### src/rtl/spmux_pkg.sv
package spmux_pkg;
    // ****************************************************
    // register map: printed offsets are indices, byte = 4x
    // ****************************************************
    localparam logic [7:0]  IDX_STEP2_LOW  = 8'he0;
    localparam logic [7:0]  IDX_STEP2_HIGH = 8'he1;
    localparam logic [7:0]  IDX_STEP3_LOW  = 8'he2;
    localparam logic [11:0] ADDR_STEP2_LOW  = {2'h0, IDX_STEP2_LOW, 2'h0};
    localparam logic [11:0] ADDR_STEP2_HIGH = {2'h0, IDX_STEP2_HIGH, 2'h0};
    localparam logic [11:0] ADDR_STEP3_LOW  = {2'h0, IDX_STEP3_LOW, 2'h0};

    // ****************************************************
    // field positions
    // ****************************************************
    localparam int PD_FIELD_W   = 2;
    localparam int PD_COUNT     = 6;
    localparam int MOD_COUNT    = 3;
    localparam int PREDICT_LSB  = 4;
    localparam int PREDICT_W    = 4;

    // ****************************************************
    // reset values
    // ****************************************************
    localparam logic [7:0] RST_STEP2_LOW  = 8'h07;
    localparam logic [7:0] RST_STEP2_HIGH = 8'hf8;
    localparam logic [7:0] RST_STEP3_LOW  = 8'h24;

    // ****************************************************
    // routing codes and bus answers
    // ****************************************************
    localparam logic [1:0] CODE_NONE = 2'h0;
    localparam logic [1:0] RESP_OKAY = 2'h0;
    localparam logic [1:0] RESP_SLVERR = 2'h2;
endpackage

### src/rtl/spmux_cfg.sv
`timescale 1ns/1ps
module spmux_cfg (
    // clock and reset
    input  wire logic        clk,
    input  wire logic        srst,
    // axi4-lite write address
    input  wire logic [11:0] s_axi_awaddr,
    input  wire logic [2:0]  s_axi_awprot,
    input  wire logic        s_axi_awvalid,
    output logic             s_axi_awready,
    // axi4-lite write data
    input  wire logic [31:0] s_axi_wdata,
    input  wire logic [3:0]  s_axi_wstrb,
    input  wire logic        s_axi_wvalid,
    output logic             s_axi_wready,
    // axi4-lite write response
    output logic [1:0]       s_axi_bresp,
    output logic             s_axi_bvalid,
    input  wire logic        s_axi_bready,
    // axi4-lite read address
    input  wire logic [11:0] s_axi_araddr,
    input  wire logic [2:0]  s_axi_arprot,
    input  wire logic        s_axi_arvalid,
    output logic             s_axi_arready,
    // axi4-lite read data
    output logic [31:0]      s_axi_rdata,
    output logic [1:0]       s_axi_rresp,
    output logic             s_axi_rvalid,
    input  wire logic        s_axi_rready,
    // sequencer side
    input  wire logic        step_enter,
    input  wire logic [1:0]  step_index,
    input  wire logic [3:0]  step3_high_routing,
    // photodiode switch matrix
    output logic             route_valid,
    output logic [11:0]      photodiode_route,
    output logic [5:0]       modulator0_photodiodes,
    output logic [5:0]       modulator1_photodiodes,
    output logic [5:0]       modulator2_photodiodes,
    output logic             predict_enable
);
    // ****************************************************
    // registers
    // ****************************************************
    logic [7:0]  step2_routing_low;
    logic [7:0]  step2_routing_high_predict_pattern;
    logic [7:0]  step3_routing_low;
    logic [11:0] aw_addr;
    logic [7:0]  w_byte;
    logic        w_lane0;
    logic        write_do;
    logic [11:0] next_route;
    logic        next_valid;

    // ready low marks a held half; write once both held, none pending
    assign write_do = !s_axi_awready && !s_axi_wready && !s_axi_bvalid;

    // ****************************************************
    // write channel
    // ****************************************************
    always_ff @(posedge clk) begin
        if (srst) begin
            s_axi_awready <= 1'b1;
            aw_addr       <= 12'h000;
        end else if (s_axi_awvalid && s_axi_awready) begin
            s_axi_awready <= 1'b0;
            aw_addr       <= s_axi_awaddr;
        end else if (write_do) begin
            s_axi_awready <= 1'b1;
        end
    end

    always_ff @(posedge clk) begin
        if (srst) begin
            s_axi_wready <= 1'b1;
            w_byte       <= 8'h00;
            w_lane0      <= 1'b0;
        end else if (s_axi_wvalid && s_axi_wready) begin
            s_axi_wready <= 1'b0;
            w_byte       <= s_axi_wdata[7:0];
            w_lane0      <= s_axi_wstrb[0];
        end else if (write_do) begin
            s_axi_wready <= 1'b1;
        end
    end

    always_ff @(posedge clk) begin
        if (srst) begin
            s_axi_bvalid <= 1'b0;
            s_axi_bresp  <= spmux_pkg::RESP_OKAY;
        end else if (write_do) begin
            s_axi_bvalid <= 1'b1;
            if (aw_addr[11:2] == spmux_pkg::ADDR_STEP2_LOW[11:2] ||
                aw_addr[11:2] == spmux_pkg::ADDR_STEP2_HIGH[11:2] ||
                aw_addr[11:2] == spmux_pkg::ADDR_STEP3_LOW[11:2]) begin
                s_axi_bresp <= spmux_pkg::RESP_OKAY;
            end else begin
                s_axi_bresp <= spmux_pkg::RESP_SLVERR;
            end
        end else if (s_axi_bready) begin
            s_axi_bvalid <= 1'b0;
        end
    end

    // ****************************************************
    // configuration bytes
    // ****************************************************
    // byte lanes above lane 0 carry nothing, so only wstrb[0] counts
    always_ff @(posedge clk) begin
        if (srst) begin
            step2_routing_low <= spmux_pkg::RST_STEP2_LOW;
            step2_routing_high_predict_pattern <=
                spmux_pkg::RST_STEP2_HIGH;
            step3_routing_low <= spmux_pkg::RST_STEP3_LOW;
        end else if (write_do && w_lane0) begin
            unique case (aw_addr[11:2])
                spmux_pkg::ADDR_STEP2_LOW[11:2]: begin
                    step2_routing_low <= w_byte;
                end
                spmux_pkg::ADDR_STEP2_HIGH[11:2]: begin
                    step2_routing_high_predict_pattern <= w_byte;
                end
                spmux_pkg::ADDR_STEP3_LOW[11:2]: begin
                    step3_routing_low <= w_byte;
                end
                default: ;
            endcase
        end
    end

    // ****************************************************
    // read channel
    // ****************************************************
    always_ff @(posedge clk) begin
        if (srst) begin
            s_axi_rvalid  <= 1'b0;
            s_axi_arready <= 1'b1;
            s_axi_rdata   <= 32'h0000_0000;
            s_axi_rresp   <= spmux_pkg::RESP_OKAY;
        end else if (s_axi_arvalid && s_axi_arready) begin
            s_axi_rvalid  <= 1'b1;
            s_axi_arready <= 1'b0;
            s_axi_rresp   <= spmux_pkg::RESP_OKAY;
            unique case (s_axi_araddr[11:2])
                spmux_pkg::ADDR_STEP2_LOW[11:2]: begin
                    s_axi_rdata <= {24'h000000, step2_routing_low};
                end
                spmux_pkg::ADDR_STEP2_HIGH[11:2]: begin
                    s_axi_rdata <= {24'h000000,
                                    step2_routing_high_predict_pattern};
                end
                spmux_pkg::ADDR_STEP3_LOW[11:2]: begin
                    s_axi_rdata <= {24'h000000, step3_routing_low};
                end
                default: begin
                    s_axi_rdata <= 32'h0000_0000;
                    s_axi_rresp <= spmux_pkg::RESP_SLVERR;
                end
            endcase
        end else if (s_axi_rready) begin
            s_axi_rvalid  <= 1'b0;
            s_axi_arready <= 1'b1;
        end
    end

    // ****************************************************
    // step application
    // ****************************************************
    // steps 0 and 1 are routed by neighbouring registers: route_valid low
    always_comb begin
        next_route = 12'h000;
        next_valid = 1'b0;
        unique case (step_index)
            2'h2: begin
                next_route = {step2_routing_high_predict_pattern[3:0],
                              step2_routing_low};
                next_valid = 1'b1;
            end
            2'h3: begin
                next_route = {step3_high_routing, step3_routing_low};
                next_valid = 1'b1;
            end
            default: ;
        endcase
    end

    always_ff @(posedge clk) begin
        if (srst) begin
            route_valid      <= 1'b0;
            photodiode_route <= 12'h000;
            predict_enable   <= 1'b0;
        end else if (step_enter) begin
            route_valid      <= next_valid;
            photodiode_route <= next_route;
            predict_enable   <= step2_routing_high_predict_pattern[
                spmux_pkg::PREDICT_LSB + int'(step_index)];
        end
    end

    // per-modulator photodiode masks, decoded from the same routing
    always_ff @(posedge clk) begin
        if (srst) begin
            modulator0_photodiodes <= 6'h00;
            modulator1_photodiodes <= 6'h00;
            modulator2_photodiodes <= 6'h00;
        end else if (step_enter) begin
            for (int p = 0; p < spmux_pkg::PD_COUNT; p++) begin
                modulator0_photodiodes[p] <= next_route[2*p +: 2] == 2'h1;
                modulator1_photodiodes[p] <= next_route[2*p +: 2] == 2'h2;
                modulator2_photodiodes[p] <= next_route[2*p +: 2] == 2'h3;
            end
        end
    end
endmodule

### config.mk
export PLATFORM = sky130hd
export DESIGN_NAME = spmux_cfg
export DESIGN_NICKNAME = d
export VERILOG_FILES = /design/src/rtl/spmux_pkg.sv /design/src/rtl/spmux_cfg.sv
export SDC_FILE = /design/constraint.sdc
export NUM_CORES = 1
export LEC_CHECK = 0
export BUFFER_PORTS_ARGS = -buffer_cell sky130_fd_sc_hd__buf_2
export CAP_MARGIN = 20
export CORE_ASPECT_RATIO = 1.25
export CORE_MARGIN = 1
export CORE_UTILIZATION = 44
export DETAILED_ROUTE_END_ITERATION = 8
export PLACE_DENSITY = 0.75
export SKIP_LAST_GASP = 1
export SLEW_MARGIN = 25
export SYNTH_ARGS = -nofsm -noshare
export SYNTH_HDL_FRONTEND = slang
export SYNTH_SLANG_ARGS = --single-unit
### constraint.sdc
create_clock -name clk -period 1.7 [get_ports clk]
set_input_delay 0.425 -clock clk [delete_from_list [all_inputs] [get_ports clk]]
set_output_delay 0.425 -clock clk [all_outputs]
set_load 0.02 [all_outputs]
# Word-level counts from Yosys, hierarchy flattened
# Cells that the tools add are included.
# totals
register_bits	118
in_bits	80
output_inout_bits	73
wordCells	85
# op_classes
addsub	1
n_lt_le_gt_ge	1
n_eq_ne	26
n_mux	17
n_reduce_logical	20
# op_table
cell	count
$eq 10x8->1 const B	6
$eq 2x2->1 const B	14
$pmux 12 s2	1
$pmux 8 s3	1
$eq 2x1->1 const B	6
$mux 1	12
$reduce_bool 2->1	4
$logic_and 1x1->1	6
$reduce_and 2->1	3
$add 3x2->4 const A	1
$lt 4x4->1 const B	1
$mux 2	2
$bmux 1 s3	1
$logic_not 1->1	3
$reduce_or 3->1	1
$logic_or 1x1->1	2
$reduce_or 2->1	1

# Longest topological paths before layout
# Gate-level depths: netlist of run 1.
# logic_depth
ltp_word	5
ltp_mapped	6
ltp_nobuf	3

# Worst setup path before layout of run 1
# No wires, ideal clock.
# synth_path
path_type	input to register
startpoint	input s_axi_araddr[5]
endpoint	register s_axi_rresp[1]
setup_time_ns	0.116
arrival_time_ns	1.611
t_required_ns	1.584
slack_ns	-0.027
stages	4
path_buffers	1
path_cell_list	or4_1 -> a2111o_1 -> buf_6 -> and3_2
# synth_between
elab_chain_cells	3
elab_cells_between_ends	5
classes_between	3 x eq/ne; 1 x mux; 1 x reduce/logical
# synth_lines
element	line_no	rtl
start, declared	spmux_cfg.sv:21	input wire logic [11:0] s_axi_araddr,
$eq 10x8->1	spmux_cfg.sv:144	unique case (s_axi_araddr[11:2])
$reduce_or 3->1 (no line) (*)	--	
$mux 2 (*)	spmux_cfg.sv:144	
end signal, assigned	spmux_cfg.sv:139	s_axi_rresp <= spmux_pkg::RESP_OKAY;
end signal, assigned	spmux_cfg.sv:143	s_axi_rresp <= spmux_pkg::RESP_OKAY;
end signal, assigned	spmux_cfg.sv:157	s_axi_rresp <= spmux_pkg::RESP_SLVERR;
end, declared	spmux_cfg.sv:27	output logic [1:0] s_axi_rresp,
# Every way passes the cells marked *; elsewhere a longest branch is shown, timed or not.
# A chain may end at the register's enable or synchronous reset.

# Worst setup path after layout of run 1
# layout_path
startpoint	register s_axi_wready
endpoint	output s_axi_wready
# layout_rtl
element	line_no	rtl
start, declared	spmux_cfg.sv:15	output logic s_axi_wready,
start signal, assigned	spmux_cfg.sv:75	s_axi_wready <= 1'b1;
start signal, assigned	spmux_cfg.sv:79	s_axi_wready <= 1'b0;
start signal, assigned	spmux_cfg.sv:83	s_axi_wready <= 1'b1;
# No word-level cell between the ends.

==> results of run 1 <==
==> report_power, final <==
| part | switching, mW | total [mW] | internal, mW | leakage, nW |
|---|---|---|---|---|
| clock network | 0.748 | 1.62 | 0.870 | 0.112 |
| logic | 0.304 | 0.474 | 0.170 | 1.38 |
| registers | 0.0395 | 2.20 | 2.16 | 0.732 |
| total | 1.09 | 4.29 | 3.20 | 2.22 |
==> Yosys cell counts, types with 2 or more instances <==
cell and instances:
o41ai_1 4, clkbuf_1 20, inv_1 6, buf_6 4, a2bb2oi_1 8, nor2_1 28
nor4b_2 2, o31ai_2 8, nor2b_1 3, nand4_1 11, mux2_2 12, buf_4 27
dfxtp_1 90, nand2_1 83, buf_2 3, nand4_2 3, nand3_1 16, o21ai_0 4
mux2i_1 38, a22oi_1 5, nand2b_1 7, a21oi_1 41, and2_1 7
==> final timing paths <==
path / from / to / slack, ns / cells past startpoint
setup / recovery: s_axi_wready / s_axi_wready / 0.21 / 2
hold / removal: s_axi_awvalid / s_axi_awready / 0.27 / 2
setup reg to reg: aw_addr[11] / step2_routing_high_predict_pattern[0] / 0.24 / 4
hold reg to reg: aw_addr[5] / aw_addr[5] / 0.46 / 2
==> flip-flops by register name, indices dropped and copies added, names as in the netlist, 6 cells and up <==
| name | flops |
|---|---|
| step3_routing_low | 8 |
| aw_addr | 10 |
| step2_routing_high_predict_pattern | 8 |
| modulator1_photodiodes | 6 |
| step2_routing_low | 8 |
| modulator0_photodiodes | 6 |
| photodiode_route | 12 |
| modulator2_photodiodes | 6 |
| s_axi_rdata | 8 |
| w_byte | 8 |
==> cell families after synthesis <==
kind of cell / share of synthesized area (%)
buffers and inverters: 9.048
AO/OA/AOI/OAI: 13.15
other: 0.09319
AND/OR/NAND/NOR: 19.56
multiplexers: 13.37
flip-flops: 44.78
==> final cells by class <==
type	instances	area, µm²	share of cell area, %
clock buffers	10	137.6	2.892
clock inverters	6	90.09	1.893
inverters	6	22.52	0.4732
multi-input cells	320	1952	41.01
flip-flops and latches	90	1802	37.85
well taps	120	150.1	3.155
repair buffers	107	605.6	12.72
==> per-stage QoR <==
stage | cell area, µm² | hold slack, ns | setup slack, ns | total power, mW | TNS, ns
3_3_place_gp | 4532 | 0.4378 | -0.1218 | 2.713 | -0.9274
3_5_place_dp | 4532 | 0.4489 | -0.1693 | 2.723 | -1.194
4_1_cts | 4760 | 0.2607 | 0.1892 | 4.320 | 0
6_report | 4760 | 0.2721 | 0.2059 | 4.294 | 0
5_1_grt | 4760 | 0.2774 | 0.1077 | 4.475 | 0
2_1_floorplan | 4118 | 0.4314 | 0.03170 | 2.613 | 0
==> critical path, delay by kind of cell, from the launching register on <==
kind	cells	cell delay [ns]
buf+inv	2	0.37
flops	1	0.35
==> metal layers <==
metal	GRT usage [%]	part of all wire (%)	vias to the layer above	routed length [µm]
met4	11.71	2.9	0	266
li1	-	-	1669	-
met3	3.331	4.6	19	424
met2	34.60	50	107	4599
met1	24.62	42	1549	3849
met5	0	0	-	0
==> flow_summary_export.csv, run 1 <==
group,metric,value,unit
die,rows,38,
clocking,tritoncts,"yes",
critical_path,crit_fanout,13,
logic_synthesis,syn_area_per_cell,9.022,µm²
clocking,htree_num_levels,3,
critical_path,slowest_delay,0.35,ns
place,dp.cells,643,
place,io_buffers,89,
critical_path,critical_path.cell_chain,"buf_4 -> buf_2",
power,p_leak,2.221,nW
cells_and_area,fin_util,54.11,%
grt,antenna_found_initial,0,
cells_and_area,diodes,0,
die,fp.dieH,108.9,µm
logic_synthesis,netlist_area,0.004024,mm²
logic_synthesis,async_reset_ff_share,0,%
die,num_io_pins,153,
timing,setup_viol,0,
critical_path,slowest_stage,"dfxtp_1",
die,core,0.008796,mm²
drt,via_per_inst,5.074,
clocking,hold_buffers,0,
logic_synthesis,ys_ff_latch,90,
grt,grt_max_degree,42,
flow_run,drv_cap,0,
drt,drt-total-wl,9.139,mm
drt,wl_per_cell,13.87,µm
cells_and_area,fillers,826,
die,die-area,0.009534,mm²
drt,drc,0,
cells_and_area,area_delta_synth_final,18.28,%
critical_path,crit_required,1.27,ns
cells_and_area,final_cell_mix,"dfxtp_1 (90), buf_2 (89), nand2_1 (83)",
drt,drtAntennaViolNets,0,
die,chipWidth,87.54,µm
clocking,clk_latency,0.36,ns
clocking,post_cts_buffers,0,
clocking,cts_resized,0,
cells_and_area,layout.nets,614,
grt,grt_pass1_wl,14.84,mm
logic_synthesis,ys_warn_count,0,
clocking,clk_pin_slew,0.08,ns
logic_synthesis,synth_area_leaders,"dfxtp_1 (45%), mux2i_1 (9.5%), nand2_1 (7.7%)",
status,status,"finished, final reports clean",
timing,fin_crit_sh,87.89,%
clocking,cts-buffers-inserted,9,
drt,vias,3344,
place,place_congestion,0.8180,
timing,hold_viol,0,
cells_and_area,stdcell_count,659,
critical_path,arrival,1.07,ns
clocking,root_buffer,"clkbuf_8",
timing,rsz0062_at_grt,"no",
power,peakVddDrop,0.0004995,V
grt,grt_pass1_vias,3115,
grt,overflow,0,
clocking,cts_sinks,90,
grt,gr-usage-all-layers,20.52,%
timing,worst_pin_slew,0.5249,ns
timing,drv_slew,0,
critical_path,crit_path_end_kind,"output port",
critical_path,crit_type,"reg2out",
logic_synthesis,synth_seq_area_share,44.78,%
die,start_util,45.75,%
drt,first_pass_iters,4,
cells_and_area,final_common_cell,"dfxtp_1",
logic_synthesis,netlist_instances,446,
drt,drt_iter0_markers,254,
timing,relSlewSlack,64.91,%
power,cellPowerDensity,902.2,mW/mm²
timing,max_freq,669.3,MHz
place,place_hpwl,6.780,mm
timing,clock-skew-final,0.01058,ns
cells_and_area,drive_gt1_share,28.01,%
logic_synthesis,synth-edff-count,0,
critical_path,cp-start-kind,"flop",
logic_synthesis,synth_flop_cell,"dfxtp_1",
logic_synthesis,synth.distinct_cells,39,
clocking,clockBufferDepth,2,
logic_synthesis,yosysTopAreaCell,"dfxtp_1",
worst_hold_path,min-delay-path-class,"in2reg",
timing,finalCriticalPeriod,1.494,ns
logic_synthesis,synth_top_cell_area_share,44.78,%
No activity file was read; power rests on OpenSTA's default activity.
==> run 2, diff against run 1 <==
--- a/config.mk
+++ b/config.mk
@@ -5,6 +5,7 @@
 export SDC_FILE = /design/constraint.sdc
 export NUM_CORES = 1
 export LEC_CHECK = 0
+export ABC_AREA = 1
 export BUFFER_PORTS_ARGS = -buffer_cell sky130_fd_sc_hd__buf_2
 export CAP_MARGIN = 20
 export CORE_ASPECT_RATIO = 1.25
==> constraint.sdc (replaced) <==
create_clock -name clk -period 1.7 [get_ports clk]
set_input_delay 0.425 -clock clk [delete_from_list [all_inputs] [get_ports clk]]
set_output_delay 0.425 -clock clk [all_outputs]
set_load 0.1 [all_outputs]
==> flow_summary_export.csv, run 2 <==
group,metric,value,unit
status,status,"finished, final reports clean",
cells_and_area,final_common_cell,"buf_2",
power,p_int,3.058,mW
clocking,post_cts_buffers,0,
critical_path,cp_top_family,"buffers and inverters",
power,pwr-share-comb,19.3,%
timing,finalCriticalPeriod,1.593,ns
power,finalPower,4.541,mW
logic_synthesis,synth_seq_area_share,45.33,%
logic_synthesis,yosysTopAreaCell,"dfxtp_1",
power,p_switching,1.483,mW
place,place_hpwl,6.542,mm
drt,drc,0,
die,core,0.008701,mm²
logic_synthesis,netlist_instances,515,
power,switching_share,32.66,%
logic_synthesis,syn_area_per_cell,7.719,µm²
logic_synthesis,post-synth-top-count-cell,"dfxtp_1",
drt,first_pass_iters,4,
power,cellPowerDensity,970.9,mW/mm²
drt,drtAntennaViolNets,0,
drt,wl_per_cell,11.95,µm
clocking,htree_num_levels,3,
clocking,root_buffer,"clkbuf_8",
grt,gr-usage-all-layers,19.38,%
clocking,tritoncts,"yes",
cells_and_area,reg_top3,"photodiode_route: 12 flops, aw_addr: 10 flops",
timing,relSlewSlack,66.51,%
worst_hold_path,min-delay-path-class,"in2reg",
logic_synthesis,synth_common_cells,"dfxtp_1 (90), nand2_1 (65), a21oi_1 (61)",
clocking,cts_sinks,90,
clocking,clockBufferDepth,2,
timing,hold_viol,0,
cells_and_area,largest_reg_flops,12,
power,seqPwrFrac,48.9,%
die,rows,38,
critical_path,arrival,1.17,ns
critical_path,crit_required,1.27,ns
logic_synthesis,synth_top_cell_area_share,45.33,%
flow_run,drv_cap,0,
cells_and_area,area_delta_synth_final,17.66,%
timing,rsz0062_at_grt,"no",
die,start_util,45.69,%
die,num_io_pins,153,
timing,drv_slew,0,
logic_synthesis,ys_warn_count,0,
grt,grt_max_degree,44,
timing,setup_viol,0,
grt,overflow,0,
logic_synthesis,synth.distinct_cells,29,
clocking,clk_pin_slew,0.09,ns
critical_path,crit_path_end_kind,"output port",
cells_and_area,drive_gt1_share,26.64,%
drt,vias,3604,
power,peakVddDrop,0.0005494,V
cells_and_area,final_cell_mix,"buf_2 (89), dfxtp_1 (86), nand2_1 (65)",
timing,hold_slack,0.2470,ns
place,dp.cells,712,
drt,drt-total-wl,8.700,mm
place,place_congestion,0.8174,
logic_synthesis,ys_ff_latch,90,
die,fp.dieH,108.3,µm
power,p_leak,2.191,nW
die,die-area,0.009421,mm²
place,place_area,0.004481,mm²
grt,grt_pass1_wl,14.31,mm
critical_path,crit_fanout,2,
clocking,hold_buffers,0,
grt,antenna_found_initial,0,
logic_synthesis,synth_flop_cell,"dfxtp_1",
timing,clock-skew-final,0.01063,ns
critical_path,critical_path.cell_chain,"buf_2",
logic_synthesis,netlist_area,0.003975,mm²
critical_path,slowest_stage,"buf_2",
timing,max_freq,627.8,MHz
power,pwr-share-clk,31.8,%
clocking,cts-buffers-inserted,9,
cells_and_area,fillers,821,
logic_synthesis,synth_area_leaders,"dfxtp_1 (45%), a21oi_1 (7.7%), nand2_1 (6.1%)",
critical_path,cp-start-kind,"flop",
clocking,clk_latency,0.36,ns
timing,tns,0,ns
timing,fin_crit_sh,93.70,%
clocking,cts_resized,0,
cells_and_area,final_area,0.004677,mm²
place,io_buffers,89,
cells_and_area,regMostFlops,"photodiode_route",
critical_path,critPathBufInv,1,
critical_path,crit_type,"reg2out",
cells_and_area,diodes,0,
cells_and_area,stdcell_count,728,
timing,worst_pin_slew,0.5011,ns
grt,grt_pass1_vias,3215,
critical_path,slowest_delay,0.44,ns
logic_synthesis,synth-edff-count,0,
drt,drt_iter0_markers,186,
die,chipWidth,87.02,µm
logic_synthesis,async_reset_ff_share,0,%
cells_and_area,layout.nets,683,
drt,via_per_inst,4.951,
[run 2: cell types whose count changed after synthesis, moves of 9 or more]
cell	delta
inv_1	+39
mux2i_1	-38
nor2_1	+28
o21ai_0	+27
a21oi_1	+20
nand2_1	-18
nand4_1	+15
mux2_2	-12
inv_2	+10
nand3_1	+9
[run 2: through the flow]
step | utilization (%) | setup WS, ns
after floorplan | - | 0.1877
after global placement | 51.50 | 0.1683
after detailed placement | 51.50 | 0.1421
after CTS | 53.75 | 0.09469
after global routing | 53.75 | 0.05810
final | 53.75 | 0.1072
[run 2: power by group through the flow]
| stage | clock network, mW | logic (mW) | registers, mW |
|---|---|---|---|
| 5_1_grt | 1.56 | 0.933 | 2.23 |
| 4_1_cts | 1.48 | 0.876 | 2.22 |
| 3_5_place_dp | 0 | 0.875 | 2.27 |
| 2_1_floorplan | 0 | 0.547 | 2.49 |
| 3_3_place_gp | 0 | 0.863 | 2.27 |
| 6_report | 1.45 | 0.876 | 2.22 |
[run 2: cells by family after synthesis]
group,share of synthesized area [%]
AO/OA/AOI/OAI,17.56
flip-flops,45.33
AND/OR/NAND/NOR,23.48
other,0.09434
buffers and inverters,13.53
[run 2: final cells by class]
cell class                      count  area, µm²  share of cell area [%]
Inverter                           55      206.4                   4.414
Timing Repair Buffer              103      588.1                   12.57
Multi-Input combinational cell    344       1729                   36.97
Tap cell                          120      150.1                   3.210
Clock inverter                      4      51.30                   1.097
Clock buffer                       12      145.1                   3.103
Sequential cell                    90       1807                   38.63
[run 2: path summary, 6_finish.rpt]
check | from | end | slack (ns) | depth (start not counted)
setup / recovery | modulator1_photodiodes[4] | modulator1_photodiodes[4] | 0.11 | 1
hold / removal | s_axi_awvalid | s_axi_awready | 0.25 | 2
setup reg to reg | aw_addr[11] | step3_routing_low[3] | 0.25 | 8
hold reg to reg | aw_addr[4] | aw_addr[4] | 0.46 | 2
[run 2: layer usage]
metal | wire (µm) | part of all wire, % | track usage, %
met1 | 3818 | 44 | 22.47
met4 | 152 | 1.7 | 9.762
met5 | 0 | 0 | 0
met2 | 4214 | 48 | 33.75
met3 | 515 | 5.9 | 3.664
==> run 3, diff against run 2 <==
--- a/config.mk
+++ b/config.mk
@@ -8,9 +8,11 @@
 export ABC_AREA = 1
 export BUFFER_PORTS_ARGS = -buffer_cell sky130_fd_sc_hd__buf_2
 export CAP_MARGIN = 20
-export CORE_ASPECT_RATIO = 1.25
+export CELL_PAD_IN_SITES_DETAIL_PLACEMENT = 1
+export CELL_PAD_IN_SITES_GLOBAL_PLACEMENT = 2
+export CORE_ASPECT_RATIO = 0.7
 export CORE_MARGIN = 1
-export CORE_UTILIZATION = 44
+export CORE_UTILIZATION = 24
 export DETAILED_ROUTE_END_ITERATION = 8
 export PLACE_DENSITY = 0.75
 export SKIP_LAST_GASP = 1
==> constraint.sdc (replaced) <==
create_clock -name clk -period 1.7 [get_ports clk]
set_input_delay 0.425 -clock clk [delete_from_list [all_inputs] [get_ports clk]]
set_output_delay 0.425 -clock clk [all_outputs]
set_load 0.02 [all_outputs]
==> flow_summary_export.csv, run 3 (synthesis results as in run 2) <==
group,metric,value,unit
clocking,clk_latency,0.34,ns
drt,via_per_inst,4.407,
critical_path,cp-start-kind,"flop",
die,fp.dieH,109.7,µm
grt,gr-usage-all-layers,14.33,%
place,io_buffers,89,
clocking,tritoncts,"yes",
critical_path,arrival,1.76,ns
cells_and_area,fin_util,31.27,%
timing,drv_slew,0,
power,cellPowerDensity,1032,mW/mm²
status,status,"finished, final reports clean",
cells_and_area,final_common_cell,"dfxtp_1",
die,rows,38,
grt,grt_pass1_wl,18.99,mm
critical_path,crit_path_end_kind,"flop",
place,dp_worst_setup_slack,0.1102,ns
critical_path,critPathBufInv,2,
drt,vias,3649,
clocking,root_buffer,"clkbuf_16",
grt,grt_max_degree,26,
cells_and_area,drive_gt1_share,26.32,%
clocking,clk_pin_slew,0.07,ns
grt,grt_pass1_vias,3767,
grt,overflow,0,
cells_and_area,diodes,0,
timing,hold_slack,0.2772,ns
drt,drc,0,
timing,finalCriticalPeriod,1.476,ns
timing,tns,0,ns
cells_and_area,final_cell_mix,"dfxtp_1 (90), buf_2 (89), nand2_1 (65)",
drt,first_pass_iters,4,
power,p_leak,2.281,nW
drt,wl_per_cell,14.11,µm
critical_path,crit_fanout,11,
drt,drtAntennaViolNets,0,
critical_path,cp.depth,8,
critical_path,crit_type,"reg2reg",
cells_and_area,area_delta_synth_final,24.55,%
drt,drt-total-wl,11.69,mm
critical_path,slowest_delay,0.32,ns
critical_path,r2r_cells,8,
clocking,cts_sinks,90,
cells_and_area,fillers,1936,
die,core,0.01583,mm²
die,start_util,25.11,%
timing,setup_viol,0,
clocking,cts-buffers-inserted,9,
power,peakVddDrop,0.0004408,V
cells_and_area,largest_reg_flops,12,
critical_path,cp_top_family,"simple AND/OR/NAND/NOR gates",
cells_and_area,stdcell_count,828,
die,chipWidth,155.8,µm
cells_and_area,regMostFlops,"photodiode_route",
cells_and_area,layout.nets,683,
grt,antenna_found_initial,0,
critical_path,critical_path.cell_chain,"or2_4 -> nor2_4 -> nand2_2 -> inv_2 -> nand3_2 -> inv_2 -> nor2_1 -> nor2_1",
clocking,htree_num_levels,3,
cells_and_area,reg_top3,"photodiode_route: 12 flops, aw_addr: 10 flops",
timing,worst_pin_slew,0.5153,ns
place,dp.cells,812,
flow_run,drv_cap,0,
worst_hold_path,min-delay-path-class,"in2reg",
timing,setup_ws,0.2241,ns
timing,hold_viol,0,
place,place_congestion,0.8664,
timing,clock-skew-final,0.007364,ns
place,place_hpwl,8.950,mm
timing,relSlewSlack,65.56,%
timing,fin_crit_sh,86.82,%
timing,rsz0062_at_grt,"no",
critical_path,slowest_stage,"dfxtp_1",
timing,max_freq,677.6,MHz
worst_hold_path,hold_depth,2,
drt,drt_iter0_markers,138,
clocking,clockBufferDepth,2,
critical_path,crit_required,1.98,ns
die,num_io_pins,153,
die,die-area,0.01709,mm²
[run 3: final cells by class]
type | count | area [µm²] | area share [%]
Sequential cell | 90 | 1802 | 36.39
Multi-Input combinational cell | 344 | 1734 | 35.03
Timing Repair Buffer | 103 | 575.6 | 11.62
Tap cell | 220 | 275.3 | 5.560
Clock buffer | 10 | 239.0 | 4.827
Inverter | 55 | 206.4 | 4.170
Clock inverter | 6 | 118.9 | 2.401
[run 3: timing repair]
action	in CTS	in global routing
setup endpoints to repair	0	2
setup buffers	0	0
resized for setup	0	1
hold buffers	0	0
[run 3: layer usage]
metal	share of wire [%]	GRT usage (%)	wire, µm
met5	0	0	0
met3	4.8	4.375	560
met2	44	23.12	5146
met4	0.84	3.431	98
met1	50	18.70	5880
[run 3: power by group]
group | internal [mW] | leakage (nW) | switching, mW | total, mW
sequential | 2.18 | 0.733 | 0.0418 | 2.22
clock | 1.50 | 0.176 | 0.880 | 2.38
combinational | 0.156 | 1.37 | 0.356 | 0.511
[run 3: path summary, 6_finish.rpt]
path / from / to / slack, ns
worst min register to register: aw_addr[5] / aw_addr[5] / 0.45
worst max register to register: aw_addr[11] / step3_routing_low[0] / 0.22
worst min-delay path: s_axi_awvalid / s_axi_awready / 0.28
worst max-delay path: aw_addr[11] / step3_routing_low[0] / 0.22
[run 3: through the flow]
step / instance area, µm² / total power, mW
2_1_floorplan: 4069 / 2.646
3_3_place_gp: 4588 / 2.763
3_5_place_dp: 4588 / 2.785
4_1_cts: 4946 / 5.175
5_1_grt: 4951 / 5.331
6_report: 4951 / 5.111
